[config.mk]
export PLATFORM = sky130hd
export DESIGN_NAME = fpc_regs
export DESIGN_NICKNAME = d
export VERILOG_FILES = /design/src/verilog/fpc_pkg.sv /design/src/verilog/fpc_link_if.sv /design/src/verilog/fpc_pin_sync.sv /design/src/verilog/fpc_regs.sv
export SDC_FILE = /design/constraint.sdc
export NUM_CORES = 1
export LEC_CHECK = 0
export ABC_AREA = 1
export BUFFER_PORTS_ARGS = -buffer_cell sky130_fd_sc_hd__buf_2
export CORE_MARGIN = 4
export CORE_UTILIZATION = 49
export CTS_BUF_LIST = sky130_fd_sc_hd__clkbuf_2 sky130_fd_sc_hd__clkbuf_4 sky130_fd_sc_hd__clkbuf_8
export DETAILED_ROUTE_END_ITERATION = 7
export PLACE_DENSITY_LB_ADDON = 0.15
export SYNTH_ARGS = -nofsm -noshare
export SYNTH_HDL_FRONTEND = slang
export SYNTH_HIERARCHICAL = 1
export SYNTH_SLANG_ARGS = --single-unit
[constraint.sdc]
create_clock -name ref_clk -period 2 [get_ports ref_clk]
set_input_delay 0.3 -clock ref_clk [delete_from_list [all_inputs] [get_ports ref_clk]]
set_output_delay 0.3 -clock ref_clk [all_outputs]
set_load 0.005 [all_outputs]
[src/verilog/fpc_pkg.sv]
// Package of the flash protection and configuration register block.
// Assumes a 100 MHz ref_clk and a 32-bit AHB-Lite register bus.
package fpc_pkg;

   // Register byte offsets.
   localparam logic [7:0] FPC_OFS_STATUS = 8'h00;
   localparam logic [7:0] FPC_OFS_CONFIG = 8'h04;
   localparam logic [7:0] FPC_OFS_CMD = 8'h08;
   localparam logic [7:0] FPC_OFS_MODE = 8'h0C;

   // Status register fields.
   localparam int FPC_ST_BUSY = 0;
   localparam int FPC_ST_LVL_LO = 2;
   localparam int FPC_ST_LVL_HI = 3;
   localparam int FPC_ST_LOCK = 7;

   // Configuration register fields.
   localparam int FPC_CF_IOC = 1;
   localparam int FPC_CF_VLP = 2;
   localparam int FPC_CF_SEC = 3;
   localparam int FPC_CF_WSE = 4;
   localparam int FPC_CF_WSP = 5;
   localparam int FPC_CF_PINF = 6;
   localparam int FPC_CF_WRITE_PROTECT_ENABLE = 7;

   // Mode register field.
   localparam int FPC_MD_QUAD = 0;

   // Reset value of the two protection level bits.
   localparam logic [1:0] FPC_LEVEL_RESET = 2'h3;

   // Command codes written to the command register.
   localparam logic [7:0] FPC_CMD_LOCKDOWN = 8'h01;
   localparam logic [7:0] FPC_CMD_SID_LOCKOUT = 8'h02;
   localparam logic [7:0] FPC_CMD_SUSPEND = 8'h03;
   localparam logic [7:0] FPC_CMD_RESUME = 8'h04;
   localparam logic [7:0] FPC_CMD_SOFT_RESET = 8'h05;
   localparam logic [7:0] FPC_CMD_ENTER_QUAD = 8'h06;
   localparam logic [7:0] FPC_CMD_EXIT_QUAD = 8'h07;

   // Serial opcodes that need the I/O configuration bit or quad command mode.
   localparam logic [7:0] FPC_OP_QUAD_OUT_READ = 8'h6B;
   localparam logic [7:0] FPC_OP_QUAD_IO_READ = 8'hEB;
   localparam logic [7:0] FPC_OP_QUAD_PAGE_PROG = 8'h32;
   localparam logic [7:0] FPC_OP_WRAP_BURST = 8'hEC;

   // Array address width and protected region bases.
   localparam int FPC_ADDR_W = 18;
   localparam logic [17:0] FPC_QUARTER_BASE = 18'h30000;
   localparam logic [17:0] FPC_HALF_BASE = 18'h20000;

   // Self-timed nonvolatile write time, a least time rounded up.
   localparam int FPC_CLK_MHZ = 100;
   localparam int FPC_CFG_WRITE_TIME_NS = 1000;
   localparam int FPC_CFG_WRITE_CYCLES =
      (FPC_CFG_WRITE_TIME_NS * FPC_CLK_MHZ + 999) / 1000;
   localparam int FPC_CNT_W = 16;

   // Register selected by a bus address.
   typedef enum logic [2:0] {
      FPC_SEL_NONE,
      FPC_SEL_STATUS,
      FPC_SEL_CONFIG,
      FPC_SEL_CMD,
      FPC_SEL_MODE
   } fpc_sel_e;

endpackage

[src/verilog/fpc_link_if.sv]
// Interface carrying the synchronised serial-side pin levels.
// Assumes both ends run on ref_clk.
interface fpc_link_if;
   logic sclk_rise;
   logic wp_low;
   logic rst_hold_low;

   modport sampler (
      output sclk_rise,
      output wp_low,
      output rst_hold_low
   );

   modport core (
      input sclk_rise,
      input wp_low,
      input rst_hold_low
   );
endinterface

[src/verilog/fpc_pin_sync.sv]
// Pin synchroniser for the serial clock, write-protect and reset/hold pins.
// Assumes raw pin levels asynchronous to ref_clk.
module fpc_pin_sync (
   // Clock and reset
   input wire logic ref_clk,
   input wire logic reset,
   // Raw pins
   input wire logic sclk,
   input wire logic wp_n,
   input wire logic rst_hold_n,
   // Synchronised levels and events
   fpc_link_if.sampler link
);
   import fpc_pkg::*;

   logic [1:0] sclk_meta;
   logic [1:0] wp_meta;
   logic [1:0] rh_meta;
   logic sclk_last;

   always_ff @(posedge ref_clk) begin
      if (reset) begin
         sclk_meta <= 2'h0;
         wp_meta <= 2'h3;
         rh_meta <= 2'h3;
         sclk_last <= 1'b0;
      end else begin
         sclk_meta <= {sclk_meta[0], sclk};
         wp_meta <= {wp_meta[0], wp_n};
         rh_meta <= {rh_meta[0], rst_hold_n};
         sclk_last <= sclk_meta[1];
      end
   end

   // Only the second stage of each synchroniser feeds logic.
   assign link.sclk_rise = sclk_meta[1] & ~sclk_last;
   assign link.wp_low = ~wp_meta[1];
   assign link.rst_hold_low = ~rh_meta[1];

endmodule

[src/verilog/fpc_regs.sv]
// Protection and configuration registers of a quad-I/O serial flash.
// Assumes an AHB-Lite master on ref_clk standing in for the command
// decoder, and raw serial-side pins that are asynchronous to ref_clk.

module fpc_regs (
   // Clock and reset
   input wire logic ref_clk,
   input wire logic reset,
   // AHB-Lite slave
   input wire logic hsel,
   input wire logic [31:0] haddr,
   input wire logic [1:0] htrans,
   input wire logic hwrite,
   input wire logic [2:0] hsize,
   input wire logic [31:0] hwdata,
   input wire logic hready,
   output logic hreadyout,
   output logic [31:0] hrdata,
   output logic hresp,
   // Serial-side pins
   input wire logic sclk,
   input wire logic wp_n,
   input wire logic rst_hold_n,
   // Array and command side
   input wire logic erase_active,
   input wire logic program_active,
   input wire logic [7:0] opcode,
   input wire logic [fpc_pkg::FPC_ADDR_W-1:0] check_addr,
   input wire logic check_write,
   output logic opcode_valid,
   output logic write_rejected,
   // Nonvolatile storage
   input wire logic nv_restore_pin_function,
   input wire logic nv_restore_write_protect,
   input wire logic nv_restore_secure_id,
   output logic pin_function_select,
   output logic write_protect_enable,
   output logic secure_id_locked,
   // Protection and pin roles
   output logic protect_level_hi,
   output logic protect_level_lo,
   output logic hw_write_protect,
   output logic data_lines_enabled,
   output logic hold_pin_enabled,
   output logic reset_pin_enabled,
   output logic hw_reset_request,
   output logic config_busy
);
   import fpc_pkg::*;

   function automatic fpc_sel_e decode_sel(input logic [31:0] addr);
      fpc_sel_e sel;
      sel = FPC_SEL_NONE;
      if (addr[31:8] == 24'h000000) begin
         if (addr[7:0] == FPC_OFS_STATUS) sel = FPC_SEL_STATUS;
         else if (addr[7:0] == FPC_OFS_CONFIG) sel = FPC_SEL_CONFIG;
         else if (addr[7:0] == FPC_OFS_CMD) sel = FPC_SEL_CMD;
         else if (addr[7:0] == FPC_OFS_MODE) sel = FPC_SEL_MODE;
      end
      return sel;
   endfunction

   function automatic logic in_protected(input logic [1:0] level,
                                         input logic [17:0] addr);
      logic hit;
      hit = 1'b0;
      unique case (level)
         2'h0: hit = 1'b0;
         2'h1: hit = (addr >= FPC_QUARTER_BASE);
         2'h2: hit = (addr >= FPC_HALF_BASE);
         2'h3: hit = 1'b1;
      endcase
      return hit;
   endfunction

   function automatic logic is_quad_op(input logic [7:0] op);
      return (op == FPC_OP_QUAD_OUT_READ) || (op == FPC_OP_QUAD_IO_READ) ||
         (op == FPC_OP_QUAD_PAGE_PROG) || (op == FPC_OP_WRAP_BURST);
   endfunction

   localparam logic [FPC_CNT_W-1:0] CFG_CYCLES =
      FPC_CNT_W'(FPC_CFG_WRITE_CYCLES);

   fpc_link_if link ();

   fpc_pin_sync u_sync (
      .ref_clk(ref_clk),
      .reset(reset),
      .sclk(sclk),
      .wp_n(wp_n),
      .rst_hold_n(rst_hold_n),
      .link(link.sampler)
   );

   // Register state.
   logic protect_lock_bit;
   logic io_config_bit;
   logic volatile_lock_bit;
   logic erase_suspended;
   logic program_suspended;
   logic four_wire_command_mode;
   logic [FPC_CNT_W-1:0] nv_count;
   logic [1:0] nv_data;

   // Bus state.
   logic dp_valid;
   logic dp_write;
   fpc_sel_e dp_sel;
   logic pend_valid;
   fpc_sel_e pend_sel;
   logic [7:0] pend_data;

   // Pin roles and protection.
   logic data_lines;
   logic hw_wp;
   logic lock_effective;
   logic levels_frozen;
   logic hw_reset;
   assign data_lines = io_config_bit | four_wire_command_mode;
   assign hw_wp = link.wp_low & ~data_lines & write_protect_enable;
   assign lock_effective = protect_lock_bit & hw_wp;
   assign levels_frozen = lock_effective | volatile_lock_bit;
   assign hw_reset = ~data_lines & pin_function_select &
      link.rst_hold_low;

   // Bus decode.
   logic ap_take;
   fpc_sel_e ap_sel;
   logic wr_capture;
   logic stall_next;
   assign ap_take = hsel & htrans[1] & hready;
   assign ap_sel = decode_sel(haddr);
   assign wr_capture = dp_valid & dp_write & hreadyout;
   assign stall_next = pend_valid | wr_capture;

   // Writes take effect on the next serial clock rising edge, as a
   // serial command would; a second write stalls the bus until then.
   logic apply;
   logic st_wr;
   logic cf_wr;
   logic cmd_wr;
   assign apply = pend_valid & link.sclk_rise;
   assign st_wr = apply & (pend_sel == FPC_SEL_STATUS);
   assign cf_wr = apply & (pend_sel == FPC_SEL_CONFIG);
   assign cmd_wr = apply & (pend_sel == FPC_SEL_CMD);

   logic lock_wr_ok;
   logic level_wr_ok;
   logic cf_ok;
   logic nv_start;
   logic nv_done;
   assign lock_wr_ok = st_wr & ~hw_wp;
   assign level_wr_ok = st_wr & ~levels_frozen;
   assign cf_ok = cf_wr & ~hw_wp & ~config_busy;
   assign nv_start = cf_ok &
      ((pend_data[FPC_CF_PINF] != pin_function_select) ||
       (pend_data[FPC_CF_WRITE_PROTECT_ENABLE] != write_protect_enable));
   assign nv_done = config_busy & (nv_count == FPC_CNT_W'(1));

   logic do_lockdown;
   logic do_sid_lock;
   logic do_suspend;
   logic do_resume;
   logic do_soft_reset;
   logic do_enter_quad;
   logic do_exit_quad;
   assign do_lockdown = cmd_wr & (pend_data == FPC_CMD_LOCKDOWN);
   assign do_sid_lock = cmd_wr & (pend_data == FPC_CMD_SID_LOCKOUT);
   assign do_suspend = cmd_wr & (pend_data == FPC_CMD_SUSPEND);
   assign do_resume = cmd_wr & (pend_data == FPC_CMD_RESUME);
   assign do_soft_reset = cmd_wr & (pend_data == FPC_CMD_SOFT_RESET);
   assign do_enter_quad = cmd_wr & (pend_data == FPC_CMD_ENTER_QUAD);
   assign do_exit_quad = cmd_wr & (pend_data == FPC_CMD_EXIT_QUAD);

   // Read words.
   logic [31:0] status_word;
   logic [31:0] config_word;
   logic [31:0] mode_word;
   logic [31:0] rd_word;
   always_comb begin
      status_word = 32'h00000000;
      status_word[FPC_ST_BUSY] = config_busy;
      status_word[FPC_ST_LVL_LO] = protect_level_lo;
      status_word[FPC_ST_LVL_HI] = protect_level_hi;
      status_word[FPC_ST_LOCK] = protect_lock_bit;
      config_word = 32'h00000000;
      config_word[FPC_CF_IOC] = io_config_bit;
      config_word[FPC_CF_VLP] = volatile_lock_bit;
      config_word[FPC_CF_SEC] = secure_id_locked;
      config_word[FPC_CF_WSE] = erase_suspended;
      config_word[FPC_CF_WSP] = program_suspended;
      config_word[FPC_CF_PINF] = pin_function_select;
      config_word[FPC_CF_WRITE_PROTECT_ENABLE] = write_protect_enable;
      mode_word = 32'h00000000;
      mode_word[FPC_MD_QUAD] = four_wire_command_mode;
   end
   assign rd_word = (ap_sel == FPC_SEL_STATUS) ? status_word :
      (ap_sel == FPC_SEL_CONFIG) ? config_word :
      (ap_sel == FPC_SEL_MODE) ? mode_word : 32'h00000000;

   // AHB-Lite data phase; every answer is OKAY.
   always_ff @(posedge ref_clk) begin
      if (reset) begin
         dp_valid <= 1'b0;
         dp_write <= 1'b0;
         dp_sel <= FPC_SEL_NONE;
         hreadyout <= 1'b1;
         hrdata <= 32'h00000000;
         hresp <= 1'b0;
      end else if (hreadyout) begin
         dp_valid <= ap_take;
         dp_write <= hwrite;
         dp_sel <= ap_sel;
         hrdata <= (ap_take & ~hwrite) ? rd_word : 32'h00000000;
         hreadyout <= ~(ap_take & hwrite & stall_next);
      end else begin
         hreadyout <= ~pend_valid;
      end
   end

   // Pending write, dropped by a hardware reset.
   always_ff @(posedge ref_clk) begin
      if (reset || hw_reset) begin
         pend_valid <= 1'b0;
         pend_sel <= FPC_SEL_NONE;
         pend_data <= 8'h00;
      end else if (wr_capture) begin
         pend_valid <= 1'b1;
         pend_sel <= dp_sel;
         pend_data <= hwdata[7:0];
      end else if (apply) begin
         pend_valid <= 1'b0;
      end
   end

   // Status register bits.
   always_ff @(posedge ref_clk) begin
      if (reset || hw_reset) begin
         protect_lock_bit <= 1'b0;
         protect_level_hi <= FPC_LEVEL_RESET[1];
         protect_level_lo <= FPC_LEVEL_RESET[0];
      end else begin
         if (lock_wr_ok) begin
            protect_lock_bit <= pend_data[FPC_ST_LOCK];
         end
         if (level_wr_ok) begin
            protect_level_hi <= pend_data[FPC_ST_LVL_HI];
            protect_level_lo <= pend_data[FPC_ST_LVL_LO];
         end
      end
   end

   // Volatile configuration bits. A power-up or pin reset clears them
   // all; a soft reset spares the volatile lock.
   always_ff @(posedge ref_clk) begin
      if (reset || hw_reset) begin
         io_config_bit <= 1'b0;
         volatile_lock_bit <= 1'b0;
         erase_suspended <= 1'b0;
         program_suspended <= 1'b0;
         four_wire_command_mode <= 1'b0;
      end else if (do_soft_reset) begin
         io_config_bit <= 1'b0;
         erase_suspended <= 1'b0;
         program_suspended <= 1'b0;
         four_wire_command_mode <= 1'b0;
      end else begin
         if (cf_ok) begin
            io_config_bit <= pend_data[FPC_CF_IOC];
         end
         if (do_lockdown) begin
            volatile_lock_bit <= 1'b1;
         end
         if (do_suspend && erase_active) begin
            erase_suspended <= 1'b1;
         end else if (do_suspend && program_active) begin
            program_suspended <= 1'b1;
         end
         // A program suspended inside a suspended erase resumes first.
         if (do_resume && program_suspended) begin
            program_suspended <= 1'b0;
         end else if (do_resume) begin
            erase_suspended <= 1'b0;
         end
         if (do_enter_quad) begin
            four_wire_command_mode <= 1'b1;
         end else if (do_exit_quad) begin
            four_wire_command_mode <= 1'b0;
         end
      end
   end

   // Nonvolatile bits: restored at power-up, untouched by other resets.
   // A pin reset aborts a running write and keeps the old values.
   always_ff @(posedge ref_clk) begin
      if (reset) begin
         pin_function_select <= nv_restore_pin_function;
         write_protect_enable <= nv_restore_write_protect;
         secure_id_locked <= nv_restore_secure_id;
         config_busy <= 1'b0;
         nv_count <= '0;
         nv_data <= 2'h0;
      end else begin
         if (do_sid_lock) begin
            secure_id_locked <= 1'b1;
         end
         if (hw_reset) begin
            config_busy <= 1'b0;
         end else if (nv_start) begin
            config_busy <= 1'b1;
            nv_count <= CFG_CYCLES;
            nv_data <= {pend_data[FPC_CF_WRITE_PROTECT_ENABLE], pend_data[FPC_CF_PINF]};
         end else if (nv_done) begin
            config_busy <= 1'b0;
            write_protect_enable <= nv_data[1];
            pin_function_select <= nv_data[0];
         end else if (config_busy) begin
            nv_count <= nv_count - FPC_CNT_W'(1);
         end
      end
   end

   // Registered outputs for the pins and the command decoder.
   always_ff @(posedge ref_clk) begin
      if (reset) begin
         hw_write_protect <= 1'b0;
         data_lines_enabled <= 1'b0;
         hold_pin_enabled <= 1'b0;
         reset_pin_enabled <= 1'b0;
         hw_reset_request <= 1'b0;
         opcode_valid <= 1'b0;
         write_rejected <= 1'b0;
      end else begin
         hw_write_protect <= hw_wp;
         data_lines_enabled <= data_lines;
         hold_pin_enabled <= ~data_lines & ~pin_function_select;
         reset_pin_enabled <= ~data_lines & pin_function_select;
         hw_reset_request <= hw_reset;
         opcode_valid <= ~is_quad_op(opcode) | data_lines;
         write_rejected <= check_write & in_protected(
            {protect_level_hi, protect_level_lo}, check_addr);
      end
   end

endmodule

Word-level counts from Yosys, hierarchy flattened
Index checks and enable logic that the tools add are counted.
{"block": "word_totals", "rom_bits": 0, "ramBits": 0, "word_cells": 175, "in_bits": 109, "latchBits": 0, "out_inout_bits": 47, "ff_bits": 94, "memories": 0}
{"block": "op_classes", "n_addsub": 1, "n_bitwise": 51, "eq_ne": 29, "n_div": 0, "n_mul": 0, "magnitude_cmp": 2, "n_shift": 0, "muxes": 34, "n_reduce_logical": 25}
{"op": "$mux 16", "count": 3}
{"op": "$eq 8x3->1 const B", "count": 5}
{"op": "$ge 18x18->1 const B", "count": 2}
{"op": "$and 1x1->1", "count": 32}
{"op": "$logic_not 24->1", "count": 1}
{"op": "$mux 8", "count": 3}
{"op": "$mux 1", "count": 22}
{"op": "$eq 16x1->1 const B", "count": 1}
{"op": "$eq 8x2->1 const B", "count": 2}
{"op": "$eq 8x4->1 const B", "count": 2}
{"op": "$eq 8x8->1 const B", "count": 2}
{"op": "$sub 16x1->16 const B", "count": 1}
{"op": "$mux 3", "count": 5}
{"op": "$not 1->1", "count": 15}
{"op": "$reduce_bool 2->1", "count": 6}
{"op": "$eq 3x2->1 const B", "count": 3}
{"op": "$eq 8x1->1 const B", "count": 1}
{"op": "$eq 8x6->1 const B", "count": 1}
{"op": "$eq 8x7->1 const B", "count": 1}
{"op": "$logic_not 8->1", "count": 1}
{"op": "$eq 3x1->1 const B", "count": 2}
{"op": "$ne 2x2->1 const B", "count": 3}
{"op": "$reduce_and 2->1", "count": 3}
{"op": "$reduce_and 3->1", "count": 2}
{"op": "other kinds (11)", "count": 23}

Depth between registers and ports, before layout
Gate-level depths: netlist (run 1).
{"block": "depth", "word_depth": 11, "depth_mapped": 14, "ltp_nobuf": 13}

Cells and area by module
The synthesis (run 1) kept the hierarchy.
{"module": "fpc_regs", "seq_area_each_um2": 1291.2, "cells_per_inst": 468, "n_inst": 1, "area_per_inst_um2": 3423.3}
{"module": "fpc_pin_sync", "seq_area_each_um2": 140.1, "cells_per_inst": 25, "n_inst": 1, "area_per_inst_um2": 207.7}

Worst setup path before layout (run 1)
OpenSTA, ideal clock, no wires.
{"block": "synth_timing", "path_type": "reg-to-reg", "from": "register u_sync.sclk_meta[1]", "to": "register nv_count[2]", "stages_incl_launch_ff": 15, "synth_period_minus_slack_ns": 1.516, "setup_ns": 0.139, "slack_ns": 0.484, "n_path_buf": 1, "arrival_ns": 1.376, "path_cell_list": "dfxtp_1 > inv_1 > nor2_1 > nand2_2 > inv_2 > nand2_2 > nor2_4 > nand2_4 > nor2_8 > nand2_4 > nand2_4 > inv_4 > buf_12 > nand2_2 > a21oi_2"}
{"block": "synth_between", "elab_chain_cells": 8}
{"element": "from (decl)", "line_no": "fpc_pin_sync.sv:16", "rtl": "logic [1:0] sclk_meta;"}
{"element": "from (signal assigned)", "line_no": "fpc_pin_sync.sv:28", "rtl": "sclk_meta <= {sclk_meta[0], sclk};"}
{"element": "$and 1x1->1 (*)", "line_no": "fpc_pin_sync.sv:36", "rtl": "assign link.sclk_rise = sclk_meta[1] & ~sclk_last;"}
{"element": "named net link.sclk_rise", "line_no": "fpc_link_if.sv:4", "rtl": "logic sclk_rise;"}
{"element": "$and 1x1->1 (*)", "line_no": "fpc_regs.sv:142", "rtl": "assign apply = pend_valid & link.sclk_rise;"}
{"element": "$and 1x1->1 (*)", "line_no": "fpc_regs.sv:144", "rtl": "assign cf_wr = apply & (pend_sel == FPC_SEL_CONFIG);"}
{"element": "$and 1x1->1 (*) (2 in series)", "line_no": "fpc_regs.sv:154", "rtl": "assign cf_ok = cf_wr & ~hw_wp & ~config_busy;"}
{"element": "$and 1x1->1 (*)", "line_no": "fpc_regs.sv:155", "rtl": "assign nv_start = cf_ok &"}
{"element": "$ne 2x2->1 (no source line) / $reduce_bool 2->1 (equally long branches)"}
{"element": "$reduce_and 3->1 (no source line)"}
{"element": "to (signal assigned)", "line_no": "fpc_regs.sv:318", "rtl": "nv_count <= nv_count - FPC_CNT_W'(1);"}
{"element": "to (decl)", "line_no": "fpc_regs.sv:102", "rtl": "logic [FPC_CNT_W-1:0] nv_count;"}
Mark *: on every way through the listed nets, which the timed path passes. The rest lies on a longest branch.
A chain may end at the register's enable or synchronous reset.

Worst setup path in the final report (run 1)
{"block": "layout_timing", "from": "register pin_function_select", "to": "register nv_count[12]"}
{"block": "layout_between", "elab_chain_cells": 5}
{"element": "from (decl)", "line_no": "fpc_regs.sv:36", "rtl": "output logic pin_function_select,"}
{"element": "from (signal assigned)", "line_no": "fpc_regs.sv:297", "rtl": "pin_function_select <= nv_restore_pin_function;"}
{"element": "from (signal assigned)", "line_no": "fpc_regs.sv:316", "rtl": "pin_function_select <= nv_data[0];"}
{"element": "$ne 1x1->1", "line_no": "fpc_regs.sv:156", "rtl": "((pend_data[FPC_CF_PINF] != pin_function_select) ||"}
{"element": "$logic_or 1x1->1", "line_no": "fpc_regs.sv:156"}
{"element": "$and 1x1->1", "line_no": "fpc_regs.sv:155"}
{"element": "$ne 2x2->1 (no source line) / $reduce_bool 2->1 (equally long branches)"}
{"element": "$reduce_and 3->1 (no source line)"}
Parallel ways exist; a longest one is shown, timed or not.

==> metrics.txt, run 1 <==
largest net degree at the start of global routing=40; CP Capture Type=register; non-filler cells, final=688; CP arrival=2.03 ns; Static Leak=1.94 nW; filler instances=710; power share of the combinational group=0.072; maximum clock rate=568 MHz; post-DP HPWL=6.64 mm; post-synth cell types=41; Post-Route Utilization=0.589; critical path's top delay family=flip-flops; Hold Buf Count CTS=0; Top Usage Layer GRT=met2; final setup TNS=0 ns; unrepaired setup endpoints after global routing=no; #FFs+latches synth=70; clock share of power=0.387; clock buffer depth=2; FF-to-FF Start=pin_function_select; Worst Tran Pin Value=0.497 ns; Startpoint Class=register; Period minus WS final=1.76 ns; CP max stage delay=0.51 ns; Via Count=3318; max cap viols=0; remaining antenna violation count after routing=0; GR met3 Demand/Resource=0.0441; antenna diode count=0; DRT Pass-1 Iters=4; max_slew headroom=0.667; DR vias/cell=4.82; Synth Instances=493; most frequent cells in the layout=nand2_1 (92), buf_2 (86), nor2_1 (78); GRT Util Overall=0.202; GR Layer Usage met1=0.232; core area=7210 sq um; first-pass GRT wire length=14.1 mm; initial core utilization=0.503; PnR Total Power=2.65 mW; status=complete, no violations; DRC viols=0; TritonCTS clock tree=built; Crit Path Category=register to register; worst setup path start=pin_function_select; CTS root buffer=clkbuf_8; most common cell after layout, fill and taps aside=nand2_1; Final Cycle Share=0.880; yosys warns=6; vias in the first global route=3145; Post CTS Setup Buffer Count=0; initial antenna violation count=0; Placed Cells=672; Post-Syn Area=3630 sq um; Flop pwr share=0.540; Area growth, synth to finish=17.1%; Int Pwr=2.00 mW; Net count, final=695; Die Ht=94.1 microns; Seq/Total Area, Yosys=0.394; final setup violation count=0; Clock Latency Late Sink=0.35 ns; die area=8850 sq um; Wirelength per Cell=12.6 microns; sw frac=0.244; Final Skew=0.0112 ns; Overflow after GRT=0; Placer Congestion=0.936; crit-path max FO=17; Worst Hold Launch=wp_n; Hold Crit Class=primary input to register; TritonCTS Sinks=70; met2 Usage GRT=0.364; Power Dens Cells=623 nW/um^2; final hold violation count=0; clock transition at the registers of the reported paths=0.07 ns; port bufs=86; die span in x=94.1 microns; Avg Inst Size Synth=7.37 sq um; crit path cell chain=inv_1 > nand2_1 > a22oi_4 > nor2_8 > nand2_4 > nand2_4 > inv_4 > nand2_1 > a21oi_1; Critical-path top delay cell=edfxtp_1; WP data required=2.26 ns; detailed router's first-iteration violation count=115; CP bufs+invs=2; Peak VDD IR=570 uV; num ports=156; Post-Route WL=8.64 mm; Core Rows=31; H-tree levels=3; CTS resizes=0; ratio of cells with drive above 1 in the final layout=0.260; Num CTS Buffers=9; max-slew violation count=0; net switching power=646 uW
-- synthesized netlist by cell type, drive strengths merged --
master   count  share of area
xnor2        5          0.012
o21ai       14          0.019
clkbuf      10          0.010
o22ai        2         0.0034
o21a         1         0.0021
a22oi        1         0.0059
nor3        13          0.021
nand2      106           0.12
ha           2         0.0069
edfxtp       3          0.025
xor2         9          0.022
o211ai       1         0.0021
nor2        84          0.098
nand4       16          0.028
o2111ai      2         0.0048
buf         29          0.064
o31ai        3         0.0062
a41oi        2         0.0048
a211oi       2         0.0041
inv         47          0.049
conb         1         0.0010
nand3       18          0.029
a21oi       47          0.074
or2          5         0.0086
nand3b       2         0.0041
dfxtp       67           0.37
nor3b        1         0.0021
-- power by group through the flow --
stage          Sequential [mW]  Clock, mW  Combinational (mW)
2_1_floorplan             1.46          0               0.125
3_3_place_gp              1.46          0               0.187
3_5_place_dp              1.46          0               0.191
4_1_cts                   1.43       1.06               0.191
5_1_grt                   1.43       1.10               0.217
6_report                  1.43       1.02               0.192
-- flip-flops by register name (all words and copies together) (netlist names), 2 cells and up --
register / count
pend_data: 8
u_sync/wp_meta: 2
u_sync/sclk_meta: 2
nv_count: 16
dp_sel: 3
hrdata: 8
u_sync/rh_meta: 2
pend_sel: 3
nv_data: 2
-- worst min-delay path: stages --
cell and delay [ns]:
buf_2 0.07, inv_1 0.03, nand2_1 0.04
-- area by class of cell --
cell class | instances | area, sq um | area share
repair buffers | 95 | 498 | 0.117
well taps | 99 | 124 | 0.0291
inverters | 47 | 179 | 0.0421
clock buffers | 11 | 145 | 0.0341
flip-flops and latches | 70 | 1430 | 0.337
multi-input cells | 361 | 1840 | 0.433
clock inverters | 5 | 35.0 | 0.00824
-- final timing paths --
check / to / slack, ns / cells past startpoint
setup / recovery: nv_count[12] / 0.24 / 9
hold / removal: u_sync/wp_meta[0] / 0.12 / 3
setup reg to reg: nv_count[12] / 0.24 / 9
hold reg to reg: u_sync/sclk_meta[1] / 0.41 / 2
-- cells by family (layout without fill, tap and decap cells) --
kind of cell               after synthesis  after routing  share of synthesized area
xor gates and xnor gates                14             14                     0.0338
other                                    1             25                    0.00103
and+or+nand+nor                        245            245                      0.313
adders and majority gates                2              2                    0.00689
AOI/OAI and AO/OA                       75             75                      0.127
buffers and inverters                   86            158                      0.124
DFF                                     70             70                      0.394
-- per-layer routing --
metal	part of all wire	up-vias	wire length, microns
met3	0.048	18	419
met1	0.41	1493	3550
met4	0.021	0	184
met5	0	-	0
met2	0.52	83	4490
li1	-	1724	-
-- metrics by stage --
step	setup WS [ns]	cell area, sq um	hold WS [ns]
finish	0.239	4250	0.123
floorplan	0.484	3720	0.371
global placement	0.294	4070	0.395
detailed placement	0.253	4070	0.398
global route	0.0879	4250	0.113
CTS	0.231	4250	0.105
Note: power is estimated with default switching activity, not from simulation.
==> run 2: changes to the inputs <==
--- a/config.mk
+++ b/config.mk
@@ -5,10 +5,9 @@
 export SDC_FILE = /design/constraint.sdc
 export NUM_CORES = 1
 export LEC_CHECK = 0
-export ABC_AREA = 1
 export BUFFER_PORTS_ARGS = -buffer_cell sky130_fd_sc_hd__buf_2
 export CORE_MARGIN = 4
-export CORE_UTILIZATION = 49
+export CORE_UTILIZATION = 48
 export CTS_BUF_LIST = sky130_fd_sc_hd__clkbuf_2 sky130_fd_sc_hd__clkbuf_4 sky130_fd_sc_hd__clkbuf_8
 export DETAILED_ROUTE_END_ITERATION = 7
 export PLACE_DENSITY_LB_ADDON = 0.15
==> run 2 against run 1 <==
- the flow now finishes with violations (negative setup slack)
- via count decreased by 12%
- register-to-register slack got worse by 0.29 ns
- hold slack improved by 0.020 ns
- sequential power about the same
- first-iteration DRC count decreased by 2.6%
- design area decreased by 2.4%
- global-route usage decreased by 0.57 points
- clock-buffer cell count unchanged
- critical path type unchanged
- critical endpoint unchanged
==> metrics.txt, run 2 <==
Final Cycle Share=1.03; largest net degree at the start of global routing=18; CP arrival=2.32 ns; DR vias/cell=5.22; antenna diode count=0; net switching power=625 uW; #FFs+latches synth=70; Commonest cells post-synth=dfxtp_1 (67), nand2_1 (39), nor2_1 (30), a21oi_1 (29), buf_4 (25); cell mode on critical path=or3_4; final setup TNS=-0.0679 ns; PnR Total Power=2.90 mW; Crit Path Category=register to register; Post-Syn Area=3200 sq um; Seq/Total Area, Yosys=0.447; maximum clock rate=487 MHz; port bufs=86; Int Pwr=2.28 mW; status=finished with violations; initial antenna violation count=0; Startpoint Class=register; Avg Inst Size Synth=8.97 sq um; power share of the combinational group=0.061; post-DP HPWL=5.97 mm; crit path cell chain=inv_2 > ha_4 > or3b_4 > or3_4 > or3_4 > or3_1 > a21oi_1; Period minus WS final=2.05 ns; first-pass GRT wire length=12.3 mm; most common cell after layout, fill and taps aside=buf_2; TritonCTS Sinks=70; Simple-Gate Fraction of Synth Area=0.268; GRT Util Overall=0.197; Core Rows=29; detailed router's first-iteration violation count=112; ys flop type=dfxtp_1; R2R cell count=7; most frequent cells in the layout=buf_2 (86), dfxtp_1 (64), nand2_1 (39); Largest regs=nv_count: 16 flops, hrdata: 8 flops, pend_data: 8 flops; post-synthesis mux area share=0.0266; CTS root buffer=clkbuf_8; Hold Buf Count CTS=0; xor/xnor cell area share of the yosys netlist=0.0273; Placer Congestion=0.795; CP Capture Type=register; Final Skew=0.0109 ns; clock buffer depth=2; Flop pwr share=0.492; adder-cell share of the synthesized area=0.00781; clock transition at the registers of the reported paths=0.08 ns; initial core utilization=0.499; crit-path max FO=2; area leader, netlist=dfxtp_1; final hold violation count=0; final setup violation count=4; largest family of logic cells by synthesized area=simple AND/OR/NAND/NOR gates; Hold Crit Class=primary input to register; vias in the first global route=2751; Overflow after GRT=0; DRC viols=0; Static Leak=1.81 nW; Synth Instances=357; post-synth top area share=0.419; clock share of power=0.447; Via Count=2931; worst hold stages=2; Power Dens Cells=700 nW/um^2; max cap viols=0; Critical-path top delay cell=or3b_4; Post-synth ARST share=0; Final WS setup=-0.0513 ns; Area growth, synth to finish=29.5%; max reg flops=16; Clock Latency Late Sink=0.34 ns; max_slew headroom=0.584; sw frac=0.215; Post-synth EDFFs=3; DRT Pass-1 Iters=4; worst slack, placed=-0.0942 ns; remaining antenna violation count after routing=0; num ports=156; Post-Route WL=7.77 mm; yosys warns=6; unrepaired setup endpoints after global routing=yes; CP max stage delay=0.37 ns; Net count, final=590; Die Ht=89.7 microns; Num CTS Buffers=9; compound-cell area share of the yosys netlist=0.138; Worst Tran Pin Value=0.622 ns; die area=8040 sq um; core area=6420 sq um; Peak VDD IR=378 uV; die span in x=89.7 microns; post-synth cell types=62; ratio of cells with drive above 1 in the final layout=0.345; Wirelength per Cell=13.9 microns; ranking of synthesized cells by area=dfxtp_1 (42%), buf_4 (5.9%), nand2_1 (4.6%), a21oi_1 (4.5%), nor2_1 (3.5%); Largest Register=nv_count; H-tree levels=3; filler instances=548; count leader, synth=dfxtp_1; WP data required=2.27 ns; max-slew violation count=0; failing checks=negative setup slack; TritonCTS clock tree=built
run 2: cell count changes after synthesis, sizes merged, moves of 6 or more:
| cell | before | now |
|---|---|---|
| nand3 | 18 | 10 |
| nand2 | 106 | 39 |
| nor2 | 84 | 30 |
| nand4 | 16 | 6 |
| o21ai | 14 | 7 |
| or3 | 0 | 12 |
| nor4 | 0 | 10 |
| nor3 | 13 | 5 |
| nor2b | 0 | 6 |
| a21oi | 47 | 29 |
| inv | 47 | 10 |
run 2: area by class of cell:
class,instances,area (sq um),area share
Multi-Input combinational cell,264,1620,0.392
Sequential cell,70,1440,0.346
Timing Repair Buffer,124,723,0.174
Clock buffer,11,151,0.0365
Tap cell,77,96.3,0.0232
Clock inverter,5,80.1,0.0193
Inverter,10,37.5,0.00905
run 2: per-layer routing:
layer	wire length [microns]	up-vias	track usage	part of all wire
met2	3580	78	0.329	0.46
met4	56	0	0.0568	0.0072
li1	-	1472	-	-
met5	0	-	0	0
met1	3690	1375	0.255	0.47
met3	449	6	0.0411	0.058
run 2: cells by family after synthesis:
kind of cell | after synthesis
AND/OR/NAND/NOR | 153
flip-flops | 70
AO/OA/AOI/OAI | 66
buffers and inverters | 47
XOR/XNOR | 10
multiplexers | 8
adder cells (fa/ha/maj) | 2
other | 1
run 2: final timing paths:
check / slack, ns / from / endpoint
hold / removal: 0.14 / rst_hold_n / u_sync/rh_meta[0]
setup reg to reg: -0.05 / nv_count[1] / nv_count[12]
hold reg to reg: 0.41 / u_sync/wp_meta[0] / u_sync/wp_meta[1]
setup / recovery: -0.05 / nv_count[1] / nv_count[12]
run 2: metrics by stage:
stage / cell area, sq um / hold slack [ns] / std cells / utilization
after floorplan: 3300 / 0.372 / 381 / -
after global placement: 3850 / 0.387 / 542 / 0.600
after detailed placement: 3850 / 0.398 / 542 / 0.600
after CTS: 4130 / 0.124 / 561 / 0.643
after global routing: 4150 / 0.145 / 561 / 0.646
final: 4150 / 0.143 / 561 / 0.646
run 2: power groups by stage:
stage | logic [mW] | clock network (mW) | registers, mW
after global routing | 0.201 | 1.38 | 1.43
after CTS | 0.178 | 1.32 | 1.43
after global placement | 0.173 | 0 | 1.46
after floorplan | 0.108 | 0 | 1.46
after detailed placement | 0.177 | 0 | 1.46
final | 0.178 | 1.30 | 1.43
run 2: what timing repair did:
action / 4_1_cts / 5_1_grt
resized for setup: 8 / 6
setup buffers: 3 / 1
pin swaps: 3 / 5
setup endpoints to repair: 9 / 15
cloned: 0 / 0
run 2: worst max-delay path: cells and delay by family (launching register included):
| family | cells | cell delay (ns) |
|---|---|---|
| simple gates | 4 | 1.34 |
| flops | 1 | 0.33 |
| fa+ha+maj | 1 | 0.13 |
| compound gates | 1 | 0.11 |
| buf+inv | 1 | 0.07 |
